<file path="src/upcg_pkg.sv">
package upcg_pkg;

    // Register map
    localparam logic [31:0] PCG_ADDR = 32'h5000_0e00;
    localparam logic [31:0] PCG_RESET = 32'h0000_0000;
    // Bits that software may write; all others read as zero or status
    localparam logic [31:0] PCG_WR_MASK = 32'hffff_e22f;

    // Control and status bit positions
    localparam int BIT_STOP_PCLK = 0;
    localparam int BIT_GATE_BUS = 1;
    localparam int BIT_CLAMP = 2;
    localparam int BIT_MOD_RST = 3;
    localparam int BIT_SLEEP_GATE = 5;
    localparam int BIT_SLEEPING = 6;
    localparam int BIT_DEEP_SLEEP = 7;
    localparam int BIT_WAKE_SRC = 9;
    localparam int BIT_RESTORED = 13;

    // Saved-state field and its sub-fields
    localparam int SAVE_LO = 14;
    localparam int SAVE_HI = 31;
    localparam int SAVE_W = 18;
    localparam int SV_DEV_MODE = 31;
    localparam int SV_PSPD_HI = 30;
    localparam int SV_PSPD_LO = 29;
    localparam int SV_ESPD_HI = 28;
    localparam int SV_ESPD_LO = 27;
    localparam int SV_ADDR_HI = 26;
    localparam int SV_ADDR_LO = 20;
    localparam int SV_TERM = 19;
    localparam int SV_XCVR_HI = 18;
    localparam int SV_XCVR_LO = 17;
    localparam int SV_PCLK_HI = 15;
    localparam int SV_PCLK_LO = 14;

    // Speed and transceiver encodings
    localparam logic [1:0] PORT_SPD_FULL = 2'h1;
    localparam logic [1:0] PORT_SPD_LOW = 2'h2;
    localparam logic [1:0] ENUM_SPD_LOW = 2'h2;
    localparam logic [1:0] ENUM_SPD_FULL = 2'h3;
    localparam logic [1:0] XCVR_FULL = 2'h1;
    localparam logic [1:0] XCVR_LOW = 2'h2;

    typedef enum logic [1:0] {
        RST_IDLE,
        RST_APPLY,
        RST_DONE
    } upcg_restore_t;

endpackage : upcg_pkg

</file>
<file path="src/upcg_clk_gate.sv">
`timescale 1ns/1ps
// Enable for a gated clock; it changes only while the gated logic is idle
module upcg_clk_gate (
    input wire logic mclk,
    input wire logic resetn,
    input wire logic stopReq,
    input wire logic safePoint,
    output logic clkEnable
);
    import upcg_pkg::*;

    always_ff @(posedge mclk) begin
        if (!resetn) begin
            clkEnable <= 1'b1;
        end else if (safePoint) begin
            clkEnable <= !stopReq;
        end
    end

endmodule : upcg_clk_gate

</file>
<file path="src/upcg_sleep_ctrl.sv">
`timescale 1ns/1ps
// Sleep status of the transceiver and internal gating while sleeping
module upcg_sleep_ctrl (
    input wire logic mclk,
    input wire logic resetn,
    input wire logic linkInL1,
    input wire logic l1SuspendAllowed,
    input wire logic sleepGatingEnable,
    output logic transceiverSleeping,
    output logic linkDeepSleepFlag,
    output logic transceiverL1SuspendLow,
    output logic sleepGateReq
);
    import upcg_pkg::*;

    always_ff @(posedge mclk) begin
        if (!resetn) begin
            transceiverSleeping <= 1'b0;
            linkDeepSleepFlag <= 1'b0;
            transceiverL1SuspendLow <= 1'b1;
        end else begin
            transceiverSleeping <= linkInL1;
            // Deep sleep only when the suspend line is really driven
            linkDeepSleepFlag <= linkInL1 && l1SuspendAllowed;
            transceiverL1SuspendLow <= !(linkInL1 && l1SuspendAllowed);
        end
    end

    // Fallback gating when the suspend line cannot be used
    always_ff @(posedge mclk) begin
        if (!resetn) begin
            sleepGateReq <= 1'b0;
        end else begin
            sleepGateReq <= linkInL1 && !l1SuspendAllowed && sleepGatingEnable;
        end
    end

endmodule : upcg_sleep_ctrl

</file>
<file path="src/upcg_ctrl.sv">
// Added by the designer: the APB slave port.
`timescale 1ns/1ps
// Summary of operation
// RULE1 - Software saves the saved-state field and writes it back on restore.
// RULE2 - Bit 31 device mode, 30:29 port speed, 28:27 enumerated speed.
// RULE3 - Bits 26:20 address, 19 termination, 18:17 transceiver, 15:14 clock.
// RULE4 - Writing one to bit 13 marks essential registers restored.
// RULE5 - Software sets wake source bit 9 before marking restore done.
// RULE6 - Read-only bit 7 shows transceiver deep sleep in L1.
// RULE7 - Read-only bit 6 shows transceiver sleeping.
// RULE8 - Bit 5 gates internal clocks in sleep without L1 suspend.
// RULE9 - Software sets module reset bit 3 at power off, clears later.
// RULE10 - Other core registers are accessible only while bit 3 is zero.
// RULE11 - Bit 2 clamps signals between powered and unpowered modules.
// RULE12 - Bit 1 gates the bus clock to the core modules.
// RULE13 - Bit 0 stops the transceiver clock.
// RULE14 - Clocks switch only at safe points; reserved bits read zero.
module upcg_ctrl (
    input wire logic mclk,
    input wire logic resetn,
    // APB slave
    input wire logic psel,
    input wire logic penable,
    input wire logic pwrite,
    input wire logic [31:0] paddr,
    input wire logic [31:0] pwdata,
    output logic [31:0] prdata,
    output logic pready,
    output logic pslverr,
    // Save point from the core
    input wire logic savePoint,
    input wire logic [upcg_pkg::SAVE_W-1:0] savedStateIn,
    // Idle indications used as clock-safe points
    input wire logic busIdle,
    input wire logic transceiverIdle,
    input wire logic coreIdle,
    // Link state from the transceiver side
    input wire logic linkInL1,
    input wire logic l1SuspendAllowed,
    // Outputs to the core and power switching
    output logic busClkEnable,
    output logic transceiverClkEnable,
    output logic coreClkEnable,
    output logic powerIsolationClamp,
    output logic powerdownModuleReset,
    output logic coreRegAccessEnable,
    output logic transceiverL1SuspendLow,
    output logic restoreStrobe,
    output logic wakeSourceSelect,
    output logic restoreDeviceMode,
    output logic [1:0] savedPortSpeed,
    output logic [1:0] savedEnumeratedSpeed,
    output logic [6:0] restoreDeviceAddr,
    output logic restoreFullSpeedTerm,
    output logic [1:0] restoreTransceiverSel,
    output logic [1:0] restorePortClkSel
);
    import upcg_pkg::*;

    logic [31:0] ctrlReg;
    logic [31:0] readValue;
    logic hit;
    logic wrAccess;
    logic sleepingFlag;
    logic deepSleepFlag;
    logic sleepGateReq;
    logic suspendLow;
    logic coreGateEnable;
    upcg_restore_t restoreState;
    upcg_restore_t next_restoreState;
    // Read-only status bits in the register view
    localparam logic [31:0] STATUS_BITS =
        (32'h1 << BIT_SLEEPING) | (32'h1 << BIT_DEEP_SLEEP);

    assign hit = (paddr == PCG_ADDR);
    assign wrAccess = psel && penable && pready && pwrite && hit;

    // Read view: writable bits as stored, status bits live
    always_comb begin
        readValue = ctrlReg & PCG_WR_MASK; // RULE14
        readValue[BIT_SLEEPING] = sleepingFlag; // RULE7
        readValue[BIT_DEEP_SLEEP] = deepSleepFlag; // RULE6
    end

    // APB answer: data ready in the first access cycle
    always_ff @(posedge mclk) begin
        if (!resetn) begin
            pready <= 1'b0;
            prdata <= 32'h0000_0000;
            pslverr <= 1'b0;
        end else if (psel && !penable) begin
            pready <= 1'b1;
            prdata <= (hit && !pwrite) ? readValue : 32'h0000_0000;
            pslverr <= !hit;
        end else begin
            pready <= 1'b0;
            prdata <= 32'h0000_0000;
            pslverr <= 1'b0;
        end
    end

    // Control register; a save point overrides the saved-state field of a same-cycle write
    always_ff @(posedge mclk) begin
        if (!resetn) begin
            ctrlReg <= PCG_RESET;
        end else begin
            if (wrAccess) begin
                ctrlReg <= pwdata & PCG_WR_MASK; // RULE14
            end
            if (savePoint) begin
                ctrlReg[SAVE_HI:SAVE_LO] <= savedStateIn; // RULE1
            end
        end
    end

    // Restoration sequence started by the restoration-complete bit
    always_comb begin
        next_restoreState = restoreState;
        unique case (restoreState)
            RST_IDLE: begin
                if (ctrlReg[BIT_RESTORED]) begin
                    next_restoreState = RST_APPLY; // RULE4
                end
            end
            RST_APPLY: begin
                next_restoreState = RST_DONE;
            end
            RST_DONE: begin
                if (!ctrlReg[BIT_RESTORED]) begin
                    next_restoreState = RST_IDLE;
                end
            end
            default: begin
                next_restoreState = RST_IDLE;
            end
        endcase
    end

    always_ff @(posedge mclk) begin
        if (!resetn) begin
            restoreState <= RST_IDLE;
        end else begin
            restoreState <= next_restoreState;
        end
    end

    always_ff @(posedge mclk) begin
        if (!resetn) begin
            restoreStrobe <= 1'b0;
        end else begin
            restoreStrobe <= (restoreState == RST_APPLY); // RULE4
        end
    end

    // Restored state handed to the core when restoration completes
    always_ff @(posedge mclk) begin
        if (!resetn) begin
            wakeSourceSelect <= 1'b0;
            restoreDeviceMode <= 1'b0;
            savedPortSpeed <= 2'h0;
            savedEnumeratedSpeed <= 2'h0;
            restoreDeviceAddr <= 7'h00;
            restoreFullSpeedTerm <= 1'b0;
            restoreTransceiverSel <= 2'h0;
            restorePortClkSel <= 2'h0;
        end else if (restoreState == RST_APPLY) begin
            wakeSourceSelect <= ctrlReg[BIT_WAKE_SRC]; // RULE5
            restoreDeviceMode <= ctrlReg[SV_DEV_MODE]; // RULE2
            savedPortSpeed <= ctrlReg[SV_PSPD_HI:SV_PSPD_LO]; // RULE2
            savedEnumeratedSpeed <= ctrlReg[SV_ESPD_HI:SV_ESPD_LO]; // RULE2
            restoreDeviceAddr <= ctrlReg[SV_ADDR_HI:SV_ADDR_LO]; // RULE3
            restoreFullSpeedTerm <= ctrlReg[SV_TERM]; // RULE3
            restoreTransceiverSel <= ctrlReg[SV_XCVR_HI:SV_XCVR_LO]; // RULE3
            restorePortClkSel <= ctrlReg[SV_PCLK_HI:SV_PCLK_LO]; // RULE3
        end
    end

    // Power-down controls
    always_ff @(posedge mclk) begin
        if (!resetn) begin
            powerIsolationClamp <= 1'b0;
            powerdownModuleReset <= 1'b0;
            coreRegAccessEnable <= 1'b1;
        end else begin
            powerIsolationClamp <= ctrlReg[BIT_CLAMP]; // RULE11
            powerdownModuleReset <= ctrlReg[BIT_MOD_RST]; // RULE9
            coreRegAccessEnable <= !ctrlReg[BIT_MOD_RST]; // RULE10
        end
    end

    // Bus clock to the core, stopped only while the bus is idle
    upcg_clk_gate u_bus_gate (
        .mclk(mclk),
        .resetn(resetn),
        .stopReq(ctrlReg[BIT_GATE_BUS]), // RULE12
        .safePoint(busIdle), // RULE14
        .clkEnable(busClkEnable)
    );

    // Transceiver clock
    upcg_clk_gate u_phy_gate (
        .mclk(mclk),
        .resetn(resetn),
        .stopReq(ctrlReg[BIT_STOP_PCLK]), // RULE13
        .safePoint(transceiverIdle), // RULE14
        .clkEnable(transceiverClkEnable)
    );

    // Internal clock gated in sleep when L1 suspend is unavailable
    upcg_clk_gate u_core_gate (
        .mclk(mclk),
        .resetn(resetn),
        .stopReq(sleepGateReq), // RULE8
        .safePoint(coreIdle), // RULE14
        .clkEnable(coreGateEnable)
    );

    upcg_sleep_ctrl u_sleep (
        .mclk(mclk),
        .resetn(resetn),
        .linkInL1(linkInL1),
        .l1SuspendAllowed(l1SuspendAllowed),
        .sleepGatingEnable(ctrlReg[BIT_SLEEP_GATE]), // RULE8
        .transceiverSleeping(sleepingFlag),
        .linkDeepSleepFlag(deepSleepFlag),
        .transceiverL1SuspendLow(suspendLow),
        .sleepGateReq(sleepGateReq)
    );

    always_ff @(posedge mclk) begin
        if (!resetn) begin
            coreClkEnable <= 1'b1;
            transceiverL1SuspendLow <= 1'b1;
        end else begin
            coreClkEnable <= coreGateEnable;
            transceiverL1SuspendLow <= suspendLow;
        end
    end

    // Checks

    a_reserved_zero: assert property ( // RULE14
        @(posedge mclk) disable iff (!resetn)
        pready && psel && !pwrite && hit |->
            (prdata & ~(PCG_WR_MASK | STATUS_BITS)) == 32'h0000_0000)
        else $error("reserved bits read nonzero");

    a_sleep_flag: assert property ( // RULE7
        @(posedge mclk) disable iff (!resetn)
        linkInL1 |=> sleepingFlag)
        else $error("sleep flag not set one cycle after L1 entry");

    a_deep_sleep: assert property ( // RULE6
        @(posedge mclk) disable iff (!resetn)
        deepSleepFlag |-> $past(linkInL1) && $past(l1SuspendAllowed))
        else $error("deep sleep flag without cause");

    a_sleep_gating: assert property ( // RULE8
        @(posedge mclk) disable iff (!resetn)
        !ctrlReg[BIT_SLEEP_GATE] && $past(!ctrlReg[BIT_SLEEP_GATE])
            && coreIdle |=> coreGateEnable)
        else $error("core clock gated with sleep gating disabled");

    a_access_block: assert property ( // RULE10
        @(posedge mclk) disable iff (!resetn)
        $rose(ctrlReg[BIT_MOD_RST]) |=> !coreRegAccessEnable)
        else $error("core access still allowed after module reset");

    a_clamp_follow: assert property ( // RULE11
        @(posedge mclk) disable iff (!resetn)
        $changed(ctrlReg[BIT_CLAMP]) |=>
            powerIsolationClamp == $past(ctrlReg[BIT_CLAMP]))
        else $error("clamp output does not follow control bit");

    a_bus_gate_safe: assert property ( // RULE12
        @(posedge mclk) disable iff (!resetn)
        $changed(busClkEnable) |-> $past(busIdle)
            && busClkEnable == !$past(ctrlReg[BIT_GATE_BUS]))
        else $error("bus clock switched outside a safe point");

    a_phy_stop: assert property ( // RULE13
        @(posedge mclk) disable iff (!resetn)
        ctrlReg[BIT_STOP_PCLK] && transceiverIdle |=> !transceiverClkEnable)
        else $error("transceiver clock not stopped at idle");

    a_restore_pulse: assert property ( // RULE4
        @(posedge mclk) disable iff (!resetn)
        $rose(ctrlReg[BIT_RESTORED]) && restoreState == RST_IDLE
            |=> ##1 restoreStrobe ##1 !restoreStrobe)
        else $error("restore strobe missing or too long");

    a_wake_source: assert property ( // RULE5
        @(posedge mclk) disable iff (!resetn)
        restoreStrobe |-> wakeSourceSelect == $past(ctrlReg[BIT_WAKE_SRC]))
        else $error("wake source not taken at restore");

    a_saved_fields: assert property ( // RULE2
        @(posedge mclk) disable iff (!resetn)
        restoreStrobe |-> savedPortSpeed
            == $past(ctrlReg[SV_PSPD_HI:SV_PSPD_LO])
            && restoreDeviceAddr == $past(ctrlReg[SV_ADDR_HI:SV_ADDR_LO]))
        else $error("restored fields differ from saved state");

    a_save_wins: assert property ( // RULE1
        @(posedge mclk) disable iff (!resetn)
        savePoint |=> ctrlReg[SAVE_HI:SAVE_LO] == $past(savedStateIn))
        else $error("save point did not load saved state");

    a_modrst_out: assert property ( // RULE9
        @(posedge mclk) disable iff (!resetn)
        powerdownModuleReset == !coreRegAccessEnable)
        else $error("module reset and access enable disagree");

    a_write_mask: assert property ( // RULE14
        @(posedge mclk) disable iff (!resetn)
        wrAccess && !savePoint |=>
            ctrlReg == ($past(pwdata) & PCG_WR_MASK))
        else $error("write did not land through the writable mask");

    a_unmapped_ignored: assert property ( // RULE14
        @(posedge mclk) disable iff (!resetn)
        psel && penable && pready && !hit && !savePoint
            |=> $stable(ctrlReg))
        else $error("unmapped access changed the control register");

    a_bus_stop: assert property ( // RULE12
        @(posedge mclk) disable iff (!resetn)
        ctrlReg[BIT_GATE_BUS] && busIdle |=> !busClkEnable)
        else $error("bus clock not gated at idle");

    a_phy_resume: assert property ( // RULE13
        @(posedge mclk) disable iff (!resetn)
        !ctrlReg[BIT_STOP_PCLK] && transceiverIdle |=> transceiverClkEnable)
        else $error("transceiver clock not restarted at idle");

    a_core_sleep_gate: assert property ( // RULE8
        @(posedge mclk) disable iff (!resetn)
        sleepGateReq && coreIdle |=> !coreGateEnable)
        else $error("internal clock not gated in sleep");

    a_suspend_line: assert property ( // RULE6
        @(posedge mclk) disable iff (!resetn)
        transceiverL1SuspendLow == !$past(deepSleepFlag))
        else $error("suspend line disagrees with deep sleep flag");

    a_restore_link_fields: assert property ( // RULE3
        @(posedge mclk) disable iff (!resetn)
        restoreStrobe |-> restoreFullSpeedTerm == $past(ctrlReg[SV_TERM])
            && restoreTransceiverSel == $past(ctrlReg[SV_XCVR_HI:SV_XCVR_LO])
            && restorePortClkSel == $past(ctrlReg[SV_PCLK_HI:SV_PCLK_LO]))
        else $error("restored link fields differ from saved state");

endmodule : upcg_ctrl

</file>
<file path="config.mk">
export PLATFORM = sky130hd
export DESIGN_NAME = upcg_ctrl
export DESIGN_NICKNAME = d
export VERILOG_FILES = /design/src/upcg_pkg.sv /design/src/upcg_clk_gate.sv /design/src/upcg_sleep_ctrl.sv /design/src/upcg_ctrl.sv
export SDC_FILE = /design/constraint.sdc
export NUM_CORES = 1
export LEC_CHECK = 0
export BUFFER_PORTS_ARGS = -buffer_cell sky130_fd_sc_hd__buf_2
export CORE_MARGIN = 2
export CORE_UTILIZATION = 30
export DETAILED_ROUTE_END_ITERATION = 10
export GPL_ROUTABILITY_DRIVEN = 0
export PLACE_DENSITY = 0.67
export SYNTH_ARGS = -nofsm -noshare
export SYNTH_HDL_FRONTEND = slang
export SYNTH_SLANG_ARGS = --single-unit
</file>
<file path="constraint.sdc">
create_clock -name mclk -period 2 [get_ports mclk]
set_clock_uncertainty 0.05 [all_clocks]
set_input_delay 0.3 -clock mclk [delete_from_list [all_inputs] [get_ports mclk]]
set_output_delay 0.3 -clock mclk [all_outputs]
set_load 0.1 [all_outputs]
</file>
==> results of run 1 <==
-- sequential cells by signal (all words and copies together) (netlist names), 2 cells and up --
signal	count
savedEnumeratedSpeed	2
restorePortClkSel	2
restoreTransceiverSel	2
restoreState	2
ctrlReg	25
savedPortSpeed	2
restoreDeviceAddr	7
prdata	27
-- cell usage after synthesis, drive strengths merged, types with 5 or more instances --
master  number  share of area [%]
a21oi       45                6.7
and2        29                5.4
buf         18                3.4
clkbuf      14                1.6
dfxtp       87                 51
inv         22                2.4
nand2       44                4.9
nand4       28                6.1
nor2        19                2.1
nor4         5                3.1
o311a       18                5.3
o31ai        7                1.6
-- metrics by stage --
step | setup WS, ns | std cells | hold slack (ns) | power (mW) | utilization [%]
2_1_floorplan | 0.203 | 360 | 0.332 | 1.97 | -
3_3_place_gp | 0.173 | 618 | 0.347 | 2.10 | 38.8
3_5_place_dp | 0.132 | 618 | 0.360 | 2.10 | 38.8
4_1_cts | 0.479 | 633 | 0.117 | 3.60 | 41.3
5_1_grt | 0.352 | 633 | 0.128 | 3.72 | 41.3
6_report | 0.477 | 633 | 0.123 | 3.56 | 41.3
-- worst max path at each step --
| stage | startpoint | endpoint | slack (ns) | cells after the start |
|---|---|---|---|---|
| 2_1_floorplan | pready | ctrlReg[14] | 0.20 | 4 |
| 3_3_place_gp | paddr[29] | prdata[7] | 0.17 | 6 |
| 3_5_place_dp | paddr[22] | prdata[19] | 0.13 | 6 |
| 4_1_cts | paddr[1] | prdata[19] | 0.48 | 6 |
| 5_1_grt | paddr[29] | prdata[31] | 0.35 | 6 |
| 6_report | paddr[29] | prdata[19] | 0.48 | 6 |
-- cell usage in the layout, fill, tap and decap left out, drive strengths merged --
cell	count
nor2b	1
nor3	1
and4	3
o21ai	3
nand2b	3
o31ai	7
buf	150
clkinvlp	1
clkbuf	11
nand4	28
dfxtp	87
nor4	5
and4bb	1
nor2	19
clkinv	3
conb	5
inv	22
nor4b	4
and2	29
nand2	44
and3b	1
o311a	18
nand3b	2
a21oi	45
-- routing by layer --
metal	wire, µm	vias to the layer above	global-route usage, %
met3	583	11	4.29
met2	4220	101	24.8
met1	3920	1407	18.8
met5	0	-	0
met4	106	0	5.63
li1	-	1497	-
-- logic make-up (layout without fill, tap and decap cells) --
family / after synthesis / in the layout
AO/OA/AOI/OAI: 73 / 73
buffers and inverters: 54 / 187
flip-flops: 87 / 87
other: 1 / 5
AND/OR/NAND/NOR: 141 / 141
-- report_power, final --
group / total (mW) / internal, mW / switching, mW
Combinational: 0.278 / 0.113 / 0.164
Sequential: 1.78 / 1.76 / 0.0195
Clock: 1.50 / 0.862 / 0.635
Total: 3.56 / 2.74 / 0.819
-- final cells by class --
class / instances / area share [%]
tap: 140 / 3.88
inverter: 22 / 1.83
clock inverter: 4 / 0.499
timing repair buffer: 150 / 18.6
sequential: 87 / 38.6
clock buffer: 11 / 5.38
multi-input combinational: 219 / 31.2
==> metrics.cfg, run 1 <==
[outcome]
status = complete, no violations

[final_layout]
diodes = 0
num-nets-final = 582
final_cell_area_um2 = 4510
multi_input_area_um2 = 1410
areaGrowthSynthToFinish_pct = 33.4
num-fill-cells = 1107
drive_gt1_share_pct = 36.3
register_area_um2 = 1740

[timing]
drv_slew = 0
rsz0062_at_grt = no
finalCriticalPeriod_ns = 1.52
hold_violations = 0
fin_crit_sh_pct = 76.1
fin_setup_tns_ns = 0
fmax_ghz = 0.657
setup_viol = 0

[synthesis]
synth_fa_ha_area_share_pct = 0
synth_edf_count = 0
synth_top_family_by_area = simple AND/OR/NAND/NOR gates
synth-compound-area-share_pct = 14.0
async_flop_share_pct = 0
avgSynthCellArea_um2 = 9.50
synth-seq-cells = 87
synth_xor_area_share_pct = 0
muxShareOfSynthArea_pct = 0
synthSimpleGateAreaFrac_pct = 27.0
syn_area_um2 = 3380
netlist_instances = 356
yosysSeqAreaShare_pct = 51.5
yosysWarnings = 0
ys.flop_type = dfxtp_1
synth_cell_types = 28

[route]
vias = 3016
drc = 0
wire_per_inst_um = 13.9
first_iter_violations = 101
totalWireLength_um = 8830
drt_pass1_iterations = 4
ant_nets = 0
via_per_inst = 4.76

[grt]
grt_pass1_wl_um = 14000
grt.overflow.total = 0
grt_max_degree = 55
grt_pass1_vias = 2954
grt_antenna_before_repair = 0
track_usage_pct = 15.1

[critical_path]
r2r_end = ctrlReg[23]
r2r_start = pready
critPathMaxFanout = 16
reg2reg_slack_ns = 0.55
slowest_delay_ns = 0.34
rr_worst_depth = 4
crit_required_ns = 2.22
end_kind = flop
critical_path.top_delay_family = simple AND/OR/NAND/NOR gates
worstPathCellList = buf_2 -> nor4b_4 -> nand4_4 -> nor4_4 -> buf_4 -> and2_1
path_buf_inv = 2
worstPathArrival_ns = 1.74
worstSetupPathType = input port to flop
worstSetupStartpointType = input port
slowest_stage = nor4b_4

[die]
die_area_um2 = 12100
rows = 38
core_um2 = 10900
start_util_pct = 30.9
die_h_um = 110
io_pins = 153
fp.dieW_um = 110

[worst_hold_path]
whs_path_depth = 2
hp-start = l1SuspendAllowed
min_to = u_sleep.transceiverL1SuspendLow
hold_class = input port to flop

[cts]
post_cts_buffers = 0
cts_num_sinks = 87
cts_resized = 0
clkTransAtPathRegs_ns = 0.06
numCtsBuffers = 9
h-tree-depth = 3
clk_latency_ns = 0.33
cts_buffer_depth = 2
cts_tree = built
cts_root_buf = clkbuf_16
cts_hold_buf = 0

[power]
p_leak_nw = 2.12
p_per_area_nw_per_um2 = 788
peakVddDrop_v = 0.000440

[place]
placed_cell_area_um2 = 4250
io_buffers = 140
hpwlAfterDp_um = 6350

[job]
cap_violations = 0

Note: power is estimated with default switching activity, not from simulation.
==> run 2: changes to the inputs <==
Settings changed: PLACE_DENSITY 0.67 to 0.69.
Clock period 2 ns to 1.4 ns, I/O delays scaled along.
==> metrics.cfg, run 2 (same netlist as run 1, synthesis figures left out) <==
[place]
placed_cell_area_um2 = 4320
io_buffers = 140
hpwlAfterDp_um = 6590

[grt]
gr-usage-met3_pct = 3.29
grt_util_met2_pct = 25.7
globalRouteMet1Util_pct = 18.8
busiest_layer = met2
grt.overflow.total = 0
grt_pass1_wl_um = 13900
grt_max_degree = 47
grt_antenna_before_repair = 0
track_usage_pct = 15.0
grt_pass1_vias = 2871

[die]
io_pins = 153
die_h_um = 110
start_util_pct = 30.9
rows = 38
die_area_um2 = 12100
core_um2 = 10900
fp.dieW_um = 110

[timing]
hold_violations = 0
fmax_ghz = 0.738
fin_crit_sh_pct = 96.7
setup_viol = 0
finalCriticalPeriod_ns = 1.35
rsz0062_at_grt = yes
drv_slew = 0

[critical_path]
worstSetupPathType = flop to primary output
worstPathArrival_ns = 1.09
critPathMaxFanout = 3
reg2reg_slack_ns = 0.18
critical_path.top_delay_family = buffers and inverters
slowest_stage = buf_2
crit_cells = 1
worstSetupStartpointType = flop
slowest_delay_ns = 0.42
crit_required_ns = 1.14
worstPathCellList = buf_2
path_buf_inv = 1
end_kind = primary output
rr_worst_depth = 4

[cts]
clkTransAtPathRegs_ns = 0.06
numCtsBuffers = 9
cts_num_sinks = 87
cts_hold_buf = 0
cts_buffer_depth = 2
cts_root_buf = clkbuf_16
cts_tree = built
clk_latency_ns = 0.33
h-tree-depth = 3

[final_layout]
multi_input_area_um2 = 1420
final_cell_mix = buf_2, dfxtp_1, a21oi_1
layout_commonest_cell = buf_2
top_register = prdata
final_cell_area_um2 = 4710
largest_register_ffs = 27
num-nets-final = 594
diodes = 0
largestRegisters = prdata x27, ctrlReg x25, restoreDeviceAddr x7
drive_gt1_share_pct = 38.5
areaGrowthSynthToFinish_pct = 39.3
num-fill-cells = 1079
register_area_um2 = 1750

[power]
p_per_area_nw_per_um2 = 1120
p_leak_nw = 2.21
finalPower_mw = 5.28
peakVddDrop_v = 0.000574

[job]
cap_violations = 0

[route]
first_iter_violations = 104
drc = 0
via_per_inst = 4.63
vias = 2988
totalWireLength_um = 9260
ant_nets = 0
wire_per_inst_um = 14.3
drt_pass1_iterations = 4

[worst_hold_path]
hold_class = input port to flop
whs_path_depth = 2

[outcome]
status = complete, no violations

-- run 2: cell types whose count changed in the layout (fill, tap and decap cells not counted), sizes merged --
cell / before / now
buf: 150 / 160
bufinv: 0 / 1
clkbuf: 11 / 12
clkinv: 3 / 4
-- run 2: stage by stage --
step / utilization [%] / hold slack (ns) / setup slack [ns] / instances / setup TNS, ns
2_1_floorplan: - / 0.242 / -0.193 / 360 / -5.89
3_3_place_gp: 39.5 / 0.349 / -0.236 / 626 / -10.16
3_5_place_dp: 39.5 / 0.349 / -0.301 / 626 / -12.73
4_1_cts: 42.2 / 0.0242 / 0.0230 / 642 / 0
5_1_grt: 43.1 / 0.0415 / -0.0524 / 646 / -0.659
6_report: 43.1 / 0.0372 / 0.0457 / 646 / 0
-- run 2: final cells by class --
type	instances	area share, %
timing repair buffer	162	21.3
clock buffer	10	4.86
sequential	87	37.0
inverter	22	1.75
tap	140	3.72
multi-input combinational	219	30.0
clock inverter	6	1.30
-- run 2: path summary, 6_finish.rpt --
| path | from | end |
|---|---|---|
| worst max-delay path | pready | pready |
| worst min-delay path | l1SuspendAllowed | u_sleep.transceiverL1SuspendLow |
| worst max register to register | restoreState[0] | savedEnumeratedSpeed[1] |
| worst min register to register | u_sleep.transceiverL1SuspendLow | transceiverL1SuspendLow |
-- run 2: metal layers --
metal	up-vias	share of wire, %
met5	-	0
met1	1376	45
met3	5	5.5
met2	91	49
met4	0	0.55
li1	1516	-
-- run 2: power breakdown --
group	switching, mW	internal [mW]	total [mW]
logic	0.238	0.171	0.409
registers	0.0299	2.52	2.55
clock network	0.945	1.38	2.32
total	1.21	4.06	5.28
-- run 2: timing repair --
action                                 CTS  global route
gates resized for setup                  0            16
setup buffers                            0             2
endpoints found under the hold margin    0             0
setup endpoints to repair                0            29
==> run 3: changes to the inputs <==
Settings changed: ABC_AREA set to 1, CAP_MARGIN set to 15.
==> metrics.cfg, run 3 <==
[die]
start_util_pct = 30.6
die_h_um = 112
fp.dieW_um = 112
die_area_um2 = 12500
io_pins = 153
core_um2 = 11400
rows = 39

[final_layout]
areaGrowthSynthToFinish_pct = 31.9
layout_commonest_cell = buf_2
diodes = 0
top_register = prdata
largestRegisters = prdata x27, ctrlReg x25, restoreDeviceAddr x7
drive_gt1_share_pct = 34.1
final_cell_mix = buf_2, nor2_1, dfxtp_1
largest_register_ffs = 27
num-nets-final = 687

[critical_path]
worstPathArrival_ns = 1.11
critPathMaxFanout = 2
critical_path.top_delay_family = buffers and inverters
end_kind = primary output
worstPathCellList = buf_2
crit_required_ns = 1.14
reg2reg_slack_ns = 0.12
worstSetupPathType = flop to primary output
slowest_stage = buf_2
slowest_delay_ns = 0.43
path_buf_inv = 1
worstSetupStartpointType = flop

[timing]
fin_ws_ns = 0.0341
rsz0062_at_grt = no
fin_setup_tns_ns = 0
fmax_ghz = 0.732
setup_viol = 0
slew_headroom_pct = 65.4
tightest_slew_ns = 0.522
drv_slew = 0
fin_crit_sh_pct = 97.6
finalCriticalPeriod_ns = 1.37
hold_violations = 0

[synthesis]
yosys-top-cells-area = dfxtp_1, nor2_1, inv_1
muxShareOfSynthArea_pct = 0
yosysWarnings = 0
synth_common_cells = nor2_1, dfxtp_1, inv_1
yosysTopAreaCell = dfxtp_1
yosysTopAreaCellShare_pct = 50.1
yosysMostFrequentCell = nor2_1
synth_fa_ha_area_share_pct = 0
synth-seq-cells = 87
yosysSeqAreaShare_pct = 50.1
async_flop_share_pct = 0
synth_edf_count = 0
synth_top_family_by_area = simple AND/OR/NAND/NOR gates
ys.flop_type = dfxtp_1
avgSynthCellArea_um2 = 7.74
synth-compound-area-share_pct = 11.1
netlist_instances = 449
synth_cell_types = 30
syn_area_um2 = 3480
synthSimpleGateAreaFrac_pct = 25.8
synth_xor_area_share_pct = 0

[cts]
cts_tree = built
cts_resized = 0
h-tree-depth = 3
cts_hold_buf = 0
clkTransAtPathRegs_ns = 0.06
post_cts_buffers = 0
clk_latency_ns = 0.33
cts_root_buf = clkbuf_16
cts_num_sinks = 87
numCtsBuffers = 9
cts_buffer_depth = 2

[place]
hpwlAfterDp_um = 6200
io_buffers = 140
place_ws_ns = -0.0913

[power]
power.share.combinational_pct = 9.2
p_per_area_nw_per_um2 = 1110
p_leak_nw = 2.26
clockPowerShare_pct = 41.1
finalPower_mw = 5.10
peakVddDrop_v = 0.000634
p_seq_share_pct = 49.7
p_switching_mw = 1.24
switching_share_pct = 24.3
internal-power_mw = 3.86

[grt]
globalRouteMet1Util_pct = 16.8
track_usage_pct = 12.9
grt_pass1_wl_um = 12900
grt_pass1_vias = 2814
busiest_layer = met2
grt_util_met2_pct = 20.2
gr-usage-met3_pct = 3.21
grt_antenna_before_repair = 0
grt.overflow.total = 0
grt_max_degree = 37

[route]
first_iter_violations = 180
drt_pass1_iterations = 4
drc = 0
vias = 3072
wire_per_inst_um = 10.9
via_per_inst = 4.15
ant_nets = 0
totalWireLength_um = 8060

[worst_hold_path]
hold_class = input port to flop

[job]
cap_violations = 0

[outcome]
status = complete, no violations

run 3: cell types whose count changed in the layout (fill, tap and decap cells not counted), moves of 6 or more:
cell,previous run,this run
nor2_1,19,99
inv_1,21,68
o21ai_0,3,32
nand4_1,26,0
and2_1,25,0
o311a_1,18,0
nand3_1,0,17
a21oi_1,45,33
nand3_2,0,10
a21oi_2,0,7
o31ai_1,7,0
buf_6,6,0
nor2_2,0,6
run 3: layout make-up:
type	instances	area, µm²
clock inverter	5	27.5
timing repair buffer	153	828
fill	1195	6780
inverter	71	267
sequential	87	1750
tap	143	179
clock buffer	10	229
multi-input combinational	272	1310
run 3: stage by stage:
stage               utilization (%)  std cells  instance area [µm²]  hold slack [ns]
detailed placement             38.0        726                 4330            0.343
finish                         40.3        741                 4590           0.0200
CTS                            40.3        741                 4580           0.0127
floorplan                         -        453                 3510            0.238
global placement               38.0        726                 4330            0.337
global route                   40.3        741                 4590           0.0111
run 3: final timing paths:
kind,startpoint,to,cells past startpoint
setup / recovery,pready,pready,1
hold / removal,l1SuspendAllowed,u_sleep.sleepGateReq,2
setup reg to reg,pready,ctrlReg[2],5
hold reg to reg,u_sleep.linkDeepSleepFlag,prdata[7],2
run 3: kinds of logic after synthesis:
logic type,count (synthesis)
buffers and inverters,94
and+or+nand+nor,195
DFF,87
other,1
AOI/OAI and AO/OA,72
run 3: power by group through the flow:
stage	Combinational, mW	Sequential [mW]	Clock [mW]
after floorplan	0.255	2.64	0
after global placement	0.469	2.59	0
after detailed placement	0.470	2.59	0
after CTS	0.472	2.54	2.16
after global routing	0.519	2.54	2.26
final	0.468	2.54	2.10
run 3: metal layers:
layer / up-vias / share of wire [%] / wire length, µm
met4: 0 / 2.8 / 226
met1: 1285 / 46 / 3740
li1: 1661 / - / -
met2: 107 / 45 / 3610
met5: - / 0 / 0
met3: 19 / 6.0 / 481
